$ cat src/design/crs_counter_regs.vh
// Register map, field positions, reset values and command codes of the counter group.
`ifndef CRS_COUNTER_REGS_VH
`define CRS_COUNTER_REGS_VH

// Byte offsets of the Wishbone registers.
`define CRS_OFF_MODE       8'h00
`define CRS_OFF_LOAD       8'h04
`define CRS_OFF_HOLD       8'h08
`define CRS_OFF_CMD        8'h0c
`define CRS_OFF_STAT       8'h10
`define CRS_OFF_CNT        8'h14
`define CRS_OFF_CTRL       8'h18

// Reset values.
`define CRS_MODE_RESET     16'h0800
`define CRS_LOAD_RESET     16'h0000
`define CRS_HOLD_RESET     16'h0000
`define CRS_CNT_RESET      16'h0000

// Fields of counter_mode_config.
`define CRS_FORM_LSB       0
`define CRS_FORM_MSB       2
`define CRS_DIR_BIT        3
`define CRS_BCD_BIT        4
`define CRS_REPEAT_BIT     5
`define CRS_RELOAD_BIT     6
`define CRS_SPECIAL_BIT    7
`define CRS_POL_BIT        12
`define CRS_GATE_LSB       13
`define CRS_GATE_MSB       15
`define CRS_GATE_NONE      3'h0

// Output form codes held in output_form_bits.
`define CRS_FORM_LOW       3'h0
`define CRS_FORM_PULSE_HI  3'h1
`define CRS_FORM_TOGGLE    3'h2
`define CRS_FORM_OFF       3'h4
`define CRS_FORM_PULSE_LO  3'h5

// Command register bits.
`define CRS_CMD_ARM        0
`define CRS_CMD_LOAD       1
`define CRS_CMD_LDARM      2
`define CRS_CMD_HALT       3
`define CRS_CMD_SET        4
`define CRS_CMD_CLR        5
`define CRS_CMD_INIT       6

// Status register bits.
`define CRS_ST_ARMED       0
`define CRS_ST_RUN         1
`define CRS_ST_TC          2
`define CRS_ST_TOG         3

// Control register bits.
`define CRS_CTRL_SAVE      0

// Terminal count look-ahead values.
`define CRS_PRE_DOWN       16'h0001
`define CRS_PRE_BCD_UP     16'h9999
`define CRS_PRE_BIN_UP     16'hffff

`endif

$ cat src/design/crs_edge_det.v
// Edge detector for a synchronous pin with selectable active edge.
`timescale 1ns/1ps
module crs_edge_det (
  // Clock and reset.
  input  wire sys_clk,
  input  wire nrst,
  // Sampled level and edge choice.
  input  wire sig_in,
  input  wire fall_sel,
  // One-cycle pulse on the chosen edge.
  output wire edge_o
);

  reg sig_reg;

  // Remember the level of the previous cycle.
  always @(posedge sys_clk or negedge nrst) begin
    if (!nrst) begin
      sig_reg <= 1'b0;
    end else begin
      sig_reg <= sig_in;
    end
  end

  // A rising edge by default, a falling edge when selected.
  assign edge_o = fall_sel ? (sig_reg & ~sig_in) : (~sig_reg & sig_in);

endmodule

$ cat src/design/crs_out_stage.v
// Output stage: pulse, toggled level, driven low or released pin.
`timescale 1ns/1ps
`include "crs_counter_regs.vh"
module crs_out_stage (
  // Clock and reset.
  input  wire       sys_clk,
  input  wire       nrst,
  // Control from the counter core.
  input  wire [2:0] form,
  input  wire       tc,
  input  wire       set_cmd,
  input  wire       clr_cmd,
  input  wire       init_cmd,
  // Pin and state.
  output reg        out_o,
  output reg        out_oe,
  output reg        tog_o
);

  reg tc_reg;
  reg out_next;
  reg oe_next;

  // Toggle flip-flop, preset by software and flipped as the pulse ends.
  always @(posedge sys_clk or negedge nrst) begin
    if (!nrst) begin
      tc_reg <= 1'b0;
      tog_o  <= 1'b0;
    end else begin
      tc_reg <= tc;
      if (init_cmd) begin
        tog_o <= 1'b0;
      end else if (set_cmd) begin
        tog_o <= 1'b1;
      end else if (clr_cmd) begin
        tog_o <= 1'b0;
      end else if (tc_reg & ~tc) begin
        tog_o <= ~tog_o;
      end
    end
  end

  always @* begin
    out_next = 1'b0;
    oe_next  = 1'b1;
    case (form)
      `CRS_FORM_LOW:      out_next = 1'b0;
      `CRS_FORM_PULSE_HI: out_next = tc;
      `CRS_FORM_PULSE_LO: out_next = ~tc;
      `CRS_FORM_TOGGLE:   out_next = tog_o;
      default:            oe_next  = 1'b0;
    endcase
  end

  // The pin is driven from flip-flops, one cycle behind the counter.
  always @(posedge sys_clk or negedge nrst) begin
    if (!nrst) begin
      out_o  <= 1'b0;
      out_oe <= 1'b1;
    end else begin
      out_o  <= out_next;
      out_oe <= oe_next;
    end
  end

endmodule

$ cat src/design/crs_counter.v
// Counter group core: frequency-shift keying, hardware save, reload and Wishbone slave.
//
// How it works
// - gate low picks the load register.
// - gate high picks the hold register.
// - gate selects reload only, never counting.
// - armed counter repeats, reloading at each terminal.
// - repetition stops only on halt or init command.
// - save mode waits for armed gate edge.
// - once triggered, counts regardless of gate.
// - gate edges while running copy count to hold.
// - save-mode terminal reloads from load, steps once more on the next source edge, then stops.
// - resumes on first source edge after trigger.
// - reset or init sets mode to 0800.
// - low three mode bits choose output form.
// - terminal at 0001 down, 9999, ffff up.
// - terminal lasts one source period unless a load or init command clears it.
// - terminal reloads instead of passing zero.
// - toggled output flips at terminal trailing edge.
// - minimum one-shot toggles on second pulse.
// - set and clear commands fix toggle level.
// - reload select zero always reloads from load.
// - polarity bit picks rising or falling source.
`timescale 1ns/1ps
`include "crs_counter_regs.vh"
module crs_counter #(
  parameter ADR_W = 8
) (
  // Clock and reset.
  input  wire             sys_clk,
  input  wire             nrst,
  // Wishbone slave.
  input  wire             wb_cyc_i,
  input  wire             wb_stb_i,
  input  wire             wb_we_i,
  input  wire [ADR_W-1:0] wb_adr_i,
  input  wire [3:0]       wb_sel_i,
  input  wire [31:0]      wb_dat_i,
  output reg  [31:0]      wb_dat_o,
  output reg              wb_ack_o,
  // Source and gate pins.
  input  wire             src_in,
  input  wire             gate_in,
  // Output pin and terminal count.
  output wire             out_o,
  output wire             out_oe,
  output wire             tc_o
);

  // Software visible state.
  reg  [15:0] mode_reg;
  reg  [15:0] load_reg;
  reg  [15:0] hold_reg;
  reg         ctrl_reg;

  // Counting state.
  reg  [15:0] cnt_reg;
  reg  [15:0] cnt_next;
  reg         armed_reg;
  reg         run_reg;
  reg         tc_reg;

  // Bus decode.
  wire        wb_req;
  wire        wb_wr;
  wire [7:0]  adr;
  wire [ADR_W+7:0] adr_ext;
  wire        wr_mode;
  wire        wr_load;
  wire        wr_hold;
  wire        wr_cmd;
  wire        wr_ctrl;
  reg  [31:0] rd_data;

  // Commands.
  wire        c_arm;
  wire        c_load;
  wire        c_halt;
  wire        c_set;
  wire        c_clr;
  wire        c_init;

  // Mode decode and counting terms.
  wire        fsk_mode;
  wire        save_mode;
  wire        once_mode;
  wire        from_hold;
  wire [15:0] reload_val;
  wire        src_edge;
  wire        gate_rise;
  wire        count_en;
  wire        count_ev;
  wire        pre_tc;
  wire        count_up;
  wire        tog_lvl;
  wire [15:0] bcd_next;
  wire [15:0] bin_next;
  wire [4:0]  bcd_c;

  // The request is answered one cycle after it appears.
  assign wb_req = wb_cyc_i & wb_stb_i;
  assign wb_wr  = wb_req & wb_ack_o & wb_we_i;
  // Word-align the address and widen it so that the cut to eight bits is explicit.
  assign adr_ext = {8'h00, wb_adr_i[ADR_W-1:2], 2'b00};
  assign adr     = adr_ext[7:0];

  // Writes take effect on the edge where the master sees the answer.
  assign wr_mode = wb_wr & (adr == `CRS_OFF_MODE);
  assign wr_load = wb_wr & (adr == `CRS_OFF_LOAD);
  assign wr_hold = wb_wr & (adr == `CRS_OFF_HOLD);
  assign wr_cmd  = wb_wr & (adr == `CRS_OFF_CMD) & wb_sel_i[0];
  assign wr_ctrl = wb_wr & (adr == `CRS_OFF_CTRL) & wb_sel_i[0];

  assign c_arm  = wr_cmd & (wb_dat_i[`CRS_CMD_ARM] | wb_dat_i[`CRS_CMD_LDARM]);
  assign c_load = wr_cmd & (wb_dat_i[`CRS_CMD_LOAD] | wb_dat_i[`CRS_CMD_LDARM]);
  assign c_halt = wr_cmd & wb_dat_i[`CRS_CMD_HALT];
  assign c_set  = wr_cmd & wb_dat_i[`CRS_CMD_SET];
  assign c_clr  = wr_cmd & wb_dat_i[`CRS_CMD_CLR];
  assign c_init = wr_cmd & wb_dat_i[`CRS_CMD_INIT];

  // Frequency-shift keying: no gating, special, reload select and repeat bits set.
  assign fsk_mode  = (mode_reg[`CRS_GATE_MSB:`CRS_GATE_LSB] == `CRS_GATE_NONE) &
                     mode_reg[`CRS_SPECIAL_BIT] &
                     mode_reg[`CRS_RELOAD_BIT] &
                     mode_reg[`CRS_REPEAT_BIT];
  assign save_mode = ctrl_reg & ~fsk_mode;
  assign once_mode = ~fsk_mode & ~save_mode & ~mode_reg[`CRS_REPEAT_BIT];

  assign from_hold  = fsk_mode & mode_reg[`CRS_RELOAD_BIT] & gate_in;
  assign reload_val = from_hold ? hold_reg : load_reg;

  crs_edge_det u_src_edge (
    .sys_clk  (sys_clk),
    .nrst     (nrst),
    .sig_in   (src_in),
    .fall_sel (mode_reg[`CRS_POL_BIT]),
    .edge_o   (src_edge)
  );

  // The active-going gate edge starts or samples the save mode.
  crs_edge_det u_gate_edge (
    .sys_clk  (sys_clk),
    .nrst     (nrst),
    .sig_in   (gate_in),
    .fall_sel (1'b0),
    .edge_o   (gate_rise)
  );

  assign count_en = armed_reg & (save_mode ? run_reg : 1'b1);

  assign count_ev = src_edge & (tc_reg | count_en);

  assign count_up = mode_reg[`CRS_DIR_BIT];
  assign pre_tc   = count_up ?
                    (mode_reg[`CRS_BCD_BIT] ? (cnt_reg == `CRS_PRE_BCD_UP)
                                            : (cnt_reg == `CRS_PRE_BIN_UP)) :
                    (cnt_reg == `CRS_PRE_DOWN);

  // Binary step.
  assign bin_next = count_up ? cnt_reg + 16'h0001 : cnt_reg - 16'h0001;

  // Decimal step, one digit per loop pass with a carry chain.
  assign bcd_c[0] = 1'b1;
  genvar i;
  generate
    for (i = 0; i < 4; i = i + 1) begin : g_bcd
      wire [3:0] dig;
      assign dig = cnt_reg[4*i+3:4*i];
      assign bcd_next[4*i+3:4*i] = ~bcd_c[i] ? dig :
                                   count_up ? ((dig == 4'h9) ? 4'h0 : dig + 4'h1) :
                                              ((dig == 4'h0) ? 4'h9 : dig - 4'h1);
      assign bcd_c[i+1] = bcd_c[i] & (count_up ? (dig == 4'h9) : (dig == 4'h0));
    end
  endgenerate

  // Next counter value: a command load wins over a count in the same cycle.
  always @* begin
    cnt_next = cnt_reg;
    if (c_load) begin
      cnt_next = reload_val;
    end else if (count_ev) begin
      if (pre_tc) begin
        cnt_next = reload_val;
      end else begin
        cnt_next = mode_reg[`CRS_BCD_BIT] ? bcd_next : bin_next;
      end
    end
  end

  // Counter and terminal count flag.
  always @(posedge sys_clk or negedge nrst) begin
    if (!nrst) begin
      cnt_reg <= `CRS_CNT_RESET;
      tc_reg  <= 1'b0;
    end else begin
      cnt_reg <= cnt_next;
      if (c_init | c_load) begin
        tc_reg <= 1'b0;
      end else if (count_ev) begin
        tc_reg <= pre_tc;
      end
    end
  end

  // Arm state; arming wins over an automatic disarm in the same cycle.
  always @(posedge sys_clk or negedge nrst) begin
    if (!nrst) begin
      armed_reg <= 1'b0;
    end else begin
      if (c_init | c_halt) begin
        armed_reg <= 1'b0;
      end else if (c_arm) begin
        armed_reg <= 1'b1;
      end else if (once_mode & count_ev & pre_tc & armed_reg) begin
        armed_reg <= 1'b0;
      end
    end
  end

  // Running flag of the save mode.
  always @(posedge sys_clk or negedge nrst) begin
    if (!nrst) begin
      run_reg <= 1'b0;
    end else begin
      if (c_init | c_halt) begin
        run_reg <= 1'b0;
      end else if (save_mode & armed_reg & gate_rise & ~run_reg) begin
        run_reg <= 1'b1;
      end else if (save_mode & run_reg & count_ev & pre_tc) begin
        run_reg <= 1'b0;
      end
    end
  end

  // Mode register with byte enables; init restores the reset pattern.
  always @(posedge sys_clk or negedge nrst) begin
    if (!nrst) begin
      mode_reg <= `CRS_MODE_RESET;
    end else begin
      if (c_init) begin
        mode_reg <= `CRS_MODE_RESET;
      end else if (wr_mode) begin
        if (wb_sel_i[0]) begin
          mode_reg[7:0] <= wb_dat_i[7:0];
        end
        if (wb_sel_i[1]) begin
          mode_reg[15:8] <= wb_dat_i[15:8];
        end
      end
    end
  end

  // Load register and save-mode enable.
  always @(posedge sys_clk or negedge nrst) begin
    if (!nrst) begin
      load_reg <= `CRS_LOAD_RESET;
      ctrl_reg <= 1'b0;
    end else begin
      if (wr_load & wb_sel_i[0]) begin
        load_reg[7:0] <= wb_dat_i[7:0];
      end
      if (wr_load & wb_sel_i[1]) begin
        load_reg[15:8] <= wb_dat_i[15:8];
      end
      if (wr_ctrl) begin
        ctrl_reg <= wb_dat_i[`CRS_CTRL_SAVE];
      end
    end
  end

  // Hold register; a hardware save beats a software write in the same cycle.
  always @(posedge sys_clk or negedge nrst) begin
    if (!nrst) begin
      hold_reg <= `CRS_HOLD_RESET;
    end else begin
      if (save_mode & armed_reg & run_reg & gate_rise) begin
        hold_reg <= cnt_reg;
      end else if (wr_hold) begin
        if (wb_sel_i[0]) begin
          hold_reg[7:0] <= wb_dat_i[7:0];
        end
        if (wb_sel_i[1]) begin
          hold_reg[15:8] <= wb_dat_i[15:8];
        end
      end
    end
  end

  // Read multiplexer; unmapped offsets and the command register read zero.
  always @* begin
    rd_data = 32'h0000_0000;
    case (adr)
      `CRS_OFF_MODE: rd_data = {16'h0000, mode_reg};
      `CRS_OFF_LOAD: rd_data = {16'h0000, load_reg};
      `CRS_OFF_HOLD: rd_data = {16'h0000, hold_reg};
      `CRS_OFF_STAT: rd_data = {28'h0000000, tog_lvl, tc_reg, run_reg, armed_reg};
      `CRS_OFF_CNT:  rd_data = {16'h0000, cnt_reg};
      `CRS_OFF_CTRL: rd_data = {31'h00000000, ctrl_reg};
      default:       rd_data = 32'h0000_0000;
    endcase
  end

  // Answer each request after one cycle and drop the answer the cycle after.
  always @(posedge sys_clk or negedge nrst) begin
    if (!nrst) begin
      wb_ack_o <= 1'b0;
      wb_dat_o <= 32'h0000_0000;
    end else begin
      wb_ack_o <= wb_req & ~wb_ack_o;
      if (wb_req & ~wb_ack_o & ~wb_we_i) begin
        wb_dat_o <= rd_data;
      end
    end
  end

  // Output pin logic.
  crs_out_stage u_out (
    .sys_clk  (sys_clk),
    .nrst     (nrst),
    .form     (mode_reg[`CRS_FORM_MSB:`CRS_FORM_LSB]),
    .tc       (tc_reg),
    .set_cmd  (c_set),
    .clr_cmd  (c_clr),
    .init_cmd (c_init),
    .out_o    (out_o),
    .out_oe   (out_oe),
    .tog_o    (tog_lvl)
  );

  // The terminal count feeds a neighbouring counter directly.
  assign tc_o = tc_reg;

endmodule

$ cat config.mk
export PLATFORM = sky130hd
export DESIGN_NAME = crs_counter
export DESIGN_NICKNAME = d
export VERILOG_FILES = /design/src/design/crs_edge_det.v /design/src/design/crs_out_stage.v /design/src/design/crs_counter.v
export VERILOG_INCLUDE_DIRS = /design/src /design/src/design
export SDC_FILE = /design/constraint.sdc
export NUM_CORES = 1
export LEC_CHECK = 0
export BUFFER_PORTS_ARGS = -buffer_cell sky130_fd_sc_hd__buf_4
export CORE_MARGIN = 1
export CORE_UTILIZATION = 50
export DETAILED_ROUTE_END_ITERATION = 7
export PLACE_DENSITY = 0.71
export SETUP_SLACK_MARGIN = 0.05
export SLEW_MARGIN = 20
export SYNTH_ARGS = -nofsm -noshare
export SYNTH_HDL_FRONTEND = slang
export SYNTH_SLANG_ARGS = --single-unit
$ cat constraint.sdc
create_clock -name sys_clk -period 2.9 [get_ports sys_clk]
set_input_delay 0.145 -clock sys_clk [delete_from_list [all_inputs] [get_ports sys_clk]]
set_output_delay 0.145 -clock sys_clk [all_outputs]
set_load 0.02 [all_outputs]
-- Word level (Yosys, flattened, before mapping)
Index checks and enable logic that the tools add are counted.
- register bits: 107
- word-level logic and storage cells: 189
- output and inout bits: 36
- reduce and logical (&&, ||, !) cells: 26
- $add $sub $neg: 10
- multiplexer cells: 49
- equal/unequal tests: 19
- bitwise gates (word level): 63
- operators by type and width (cell ; count):
    $mux W16 ; 10
    $pmux W16 S6 ; 1
    $mux W4 ; 15
    $and A1 B1 Y1 ; 47
    $eq A16 B16 Y1 const B ; 2
    $mux W1 ; 20
    $eq A6 B3 Y1 const B ; 3
    $add A16 B1 Y16 const B ; 1
    $add A4 B1 Y4 const B ; 4
    $eq A16 B1 Y1 const B ; 1
    $eq A4 B4 Y1 const B ; 4
    $logic_not A4 Y1 ; 4
    $mux W8 ; 2
    $reduce_bool A2 Y1 ; 8
    $sub A16 B1 Y16 const B ; 1
    $sub A4 B1 Y4 const B ; 4
    $reduce_and A2 Y1 ; 7
    $eq A6 B2 Y1 const B ; 2
    $ne A4 B1 Y1 const B ; 3
    $not A1 Y1 ; 11
    $logic_not A8 Y1 ; 1
    $eq A6 B1 Y1 const B ; 1
    $logic_not A3 Y1 ; 2
    $reduce_bool A3 Y1 ; 2
    other kinds (7) ; 11

-- Logic depth before layout (Yosys ltp)
- depth in word-level cells: 16
- gate-level depth with buffers: 10
- mapped depth without buffers: 8

-- Hierarchy
Synthesis repeated with hierarchy kept, for this count alone.
- cells, all modules: 656
- area, all modules: 5856.9 um^2
- by module, submodules not included (module ; instances ; area each (um^2) ; cells an instance ; seq. area each (um^2)):
    crs_counter ; 1 ; 5585.4 ; 634 ; 2128.3
    crs_out_stage ; 1 ; 176.4 ; 14 ; 101.3
    crs_edge_det ; 2 ; 47.5 ; 4 ; 25.0

-- Worst setup path after synthesis
OpenSTA, ideal clock, no wires.
- path kind: register to register
- start: register cnt_reg[0]
- end: register cnt_reg[13]
- required time: 2780 ps
- path buffers: 1
- stages on the path, launching flop included: 10
- library setup time: 120 ps
- clock period less this slack: 2478 ps
- path slack: 422 ps
- arrival: 2358 ps
- cell sequence: dfrtp_1 -> clkbuf_1 -> inv_1 -> ha_1 -> or3b_2 -> a21o_1 -> o31ai_1 -> o21ai_1 -> and3_1 -> a31o_2
- cells in the longest elaborated chain, start to end: 6
- elaborated cells on any way between the ends: 19
- ends and longest elaborated chain (what ; line ; source):
    start, declared ; crs_counter.v:57 ; reg [15:0] cnt_reg;
    start signal, assigned ; crs_counter.v:193 ; cnt_reg <= `CRS_CNT_RESET;
    start signal, assigned ; crs_counter.v:196 ; cnt_reg <= cnt_next;
    $sub A16 B1 Y16, or another cell as far along ; crs_counter.v:160 ; assign bin_next = count_up ? cnt_reg + 16'h0001 : cnt_reg - 16'h0001;
    $mux W16, or another cell as far along ; crs_counter.v:160 ;
    $mux W16, or another cell as far along ; crs_counter.v:185 ; cnt_next = mode_reg[`CRS_BCD_BIT] ? bcd_next : bin_next;
    $mux W16 / $and A1 B1 Y1 (equally long branches) ; crs_counter.v:182, crs_counter.v:172 ;
    $mux W16 / $ne A4 B1 Y1 (equally long branches) ; -- ;
    $mux W16 / $reduce_and A2 Y1 (equally long branches) ; -- ;
Several ways; a longest one is shown, not always the timed one. The select of a mux whose other input is x is not followed.
A chain may end at the register's enable or synchronous reset.

-- Worst setup path after layout
- start: register cnt_reg[0]
- end: register cnt_reg[14]
The elaborated chain is that of the path after synthesis.

==> results.cfg <==
[placement]
detailed_place_hpwl_um = 12500
gp_congestion = 0.863
place.port_buffers = 50
placed_cells = 875

[pwr]
peakVddDrop_uv = 487
p_int_w = 0.00232
switching_power_w = 0.000712
seq_power_share_pct = 43.0
pwr-share-clk_pct = 45.8
comb_power_share_pct = 11.2
power.density_mw_per_mm2 = 436
p_sw_share_pct = 23.5
total_power_w = 0.00304
p_leak_nw = 3.22

[sta]
maxSlewViolCount = 0
setup_tns_ns = 0
setup_viol = 0
relSlewSlack_pct = 47.9
worst_pin_slew_ns = 0.781
min_period_ns = 2.67
rsz0062_at_grt = false
skew_ns = 0.00620
fmax_ghz = 0.374
fin_crit_sh_pct = 92.1
finalHoldViolCount = 0

[clock_tree]
tritoncts = yes
clock-sinks = 91
h-tree-depth = 3
root_buffer = clkbuf_16
clock_path_buffers = 2
clk_latency_ns = 0.34
clkTransAtPathRegs_ns = 0.06
numCtsBuffers = 9
cts_resized = 0

[global_routing]
grt_use_total_pct = 29.0
grt_max_degree = 60
grt_pass1_vias = 5380
grt_antenna_before_repair = 0
grt-ovfl-total = 0
grt_pass1_wl_um = 28600

[drt]
vias_per_cell = 6.42
wl_per_cell_um = 19.6
post-route-drc-count = 2
firstDrtPassIters = 7
ant_nets = 0
drt-total-wl_um = 17600
via_count = 5742
drtIter0Drc = 533

[die]
die-height_um = 112
die_w_um = 112
core-area_mm2 = 0.0116
die-area_mm2 = 0.0126
io_pins = 87
rows = 39
initial_utilization_pct = 52.3

[setup_path]
reg2reg_to = cnt_reg[14]
worstPathRequired_ns = 3.15
regToRegSetupSlack_ns = 0.23
crit_type = register to register
path_max_fanout = 6
worstSetupEndpointType = register
startpoint_type = register
arrival_ns = 2.92
worstReg2RegStart = cnt_reg[0]
reg2regPathDepth = 8

[synth]
yosysSeqAreaShare_pct = 37.6
yosysWarnings = 0
synth_top_area_cell = dfrtp_1
avgSynthCellArea_um2 = 8.59
synthFlopType = dfrtp_1
synth_area_mm2 = 0.00607
synth_cell_types = 73
netlist.area_leader.share_pct = 36.7
ys_ff_latch = 91
synth_edf_count = 0
synth.area.top_cells = dfrtp_1, mux2i_1, nand2_1, o21ai_0, mux2_2
async_flop_share_pct = 100
synth_cells = 707

[hold_path]
whs_path_depth = 3
hp-class = input port to register
hold-path-endpoint = wb_ack_o
hp-start = wb_stb_i

[status]
status = finished with violations
violations = design-rule violations

[layout]
seq_area_mm2 = 0.00228
multi_input_area_mm2 = 0.00346
antenna_cells = 0
fin_cells = 894
drive_gt1_share_pct = 19.2
utilization_pct = 60.0
layout.nets = 800
syn_to_final_growth_pct = 14.7
fill_cells = 1020

[run]
maxCapViolations = 0
[synthesized netlist by cell type (9+ instances only)]
master	n
o21ai_0	64
nand2_1	92
nor2_1	41
dfrtp_1	89
nor4_1	9
nand3_1	27
mux2i_1	37
nor3_1	15
mux2_2	26
a22o_1	13
buf_4	17
a211oi_1	9
a221oi_1	15
a21oi_1	28
o22ai_1	9
inv_1	11
xnor2_1	11
nand4_1	12
clkbuf_1	42
[worst max-delay path, stage by stage (launching register included)]
cell and delay, ns:
dfrtp_1 0.38, inv_1 0.12, ha_1 0.27, or3b_2 0.47
a21o_1 0.26, o31ai_1 0.41, o21ai_1 0.20, and2_1 0.23
o31ai_1 0.24
[layout by cell type (no fill, tap or decap), drive strengths merged, types with 3 or more instances in the layout]
master,count
ha,3
nand2b,8
or3,4
xnor2,11
a21o,4
o21ai,67
and3,8
nand4,12
or4,9
dlygate4sd3,3
a22oi,4
mux2i,37
nor4,10
o22ai,9
a221oi,15
nor2b,7
dfrtp,89
or2,4
bufinv,3
inv,11
o31ai,6
clkbuf,12
a211oi,9
nor3,16
a31oi,6
mux2,26
nand2,93
a21oi,28
nand3,28
buf,82
o211ai,4
nor2,41
conb,16
and2,8
a22o,13
[power groups by stage]
stage               Sequential, W  Combinational, W  Clock [W]
global route              0.00131          0.000369    0.00146
CTS                       0.00130          0.000335    0.00141
detailed placement        0.00133          0.000330          0
finish                    0.00131          0.000340    0.00139
global placement          0.00133          0.000323          0
floorplan                 0.00132          0.000215          0
[layout make-up]
cell class,instances,area share (%)
clock inverter,4,1.37
timing repair buffer,85,9.27
sequential,91,32.7
multi-input combinational,548,49.6
inverter,11,0.593
tap,143,2.57
clock buffer,12,3.83
[cells by family (layout without fill, tap and decap cells)]
kind of cell	count (synthesis)	count (layout)	synth area share, %
adder cells (fa/ha/maj)	3	3	0.618
AND/OR/NAND/NOR	265	265	22.3
flip-flops	91	91	37.6
buffers and inverters	83	112	6.47
AO/OA/AOI/OAI	188	188	20.2
XOR/XNOR	13	13	1.88
multiplexers	63	63	10.9
other	1	16	0.0618
[metal layers]
layer,vias up,GRT usage (%),share of wire (%)
li1,2648,-,-
met1,2818,40.2,44
met2,242,46.9,47
met3,34,2.97,6.3
met4,0,11.6,2.3
met5,-,0,0
[what timing repair did]
item                                   CTS  global route
hold buffers                             3             0
endpoints found under the hold margin   57             0
setup buffers                            0             0
[per-stage QoR]
stage	cell area, um2	setup WS, ns	hold slack, ns
floorplan	6130	0.422	-0.151
global placement	6570	0.399	0.259
detailed placement	6570	0.282	0.270
CTS	6960	0.265	0.0338
global route	6960	0.106	0.0563
finish	6960	0.229	0.0405
[how the worst max path moves through the flow]
stage	startpoint	to	slack, ns	depth (start not counted)
4_1_cts	cnt_reg[0]	cnt_reg[14]	0.26	8
5_1_grt	cnt_reg[0]	cnt_reg[15]	0.11	8
3_5_place_dp	cnt_reg[0]	cnt_reg[14]	0.28	8
2_1_floorplan	cnt_reg[0]	cnt_reg[13]	0.42	9
6_report	cnt_reg[0]	cnt_reg[14]	0.23	8
3_3_place_gp	cnt_reg[0]	cnt_reg[13]	0.40	8
Note: power is estimated with default switching activity, not from simulation.
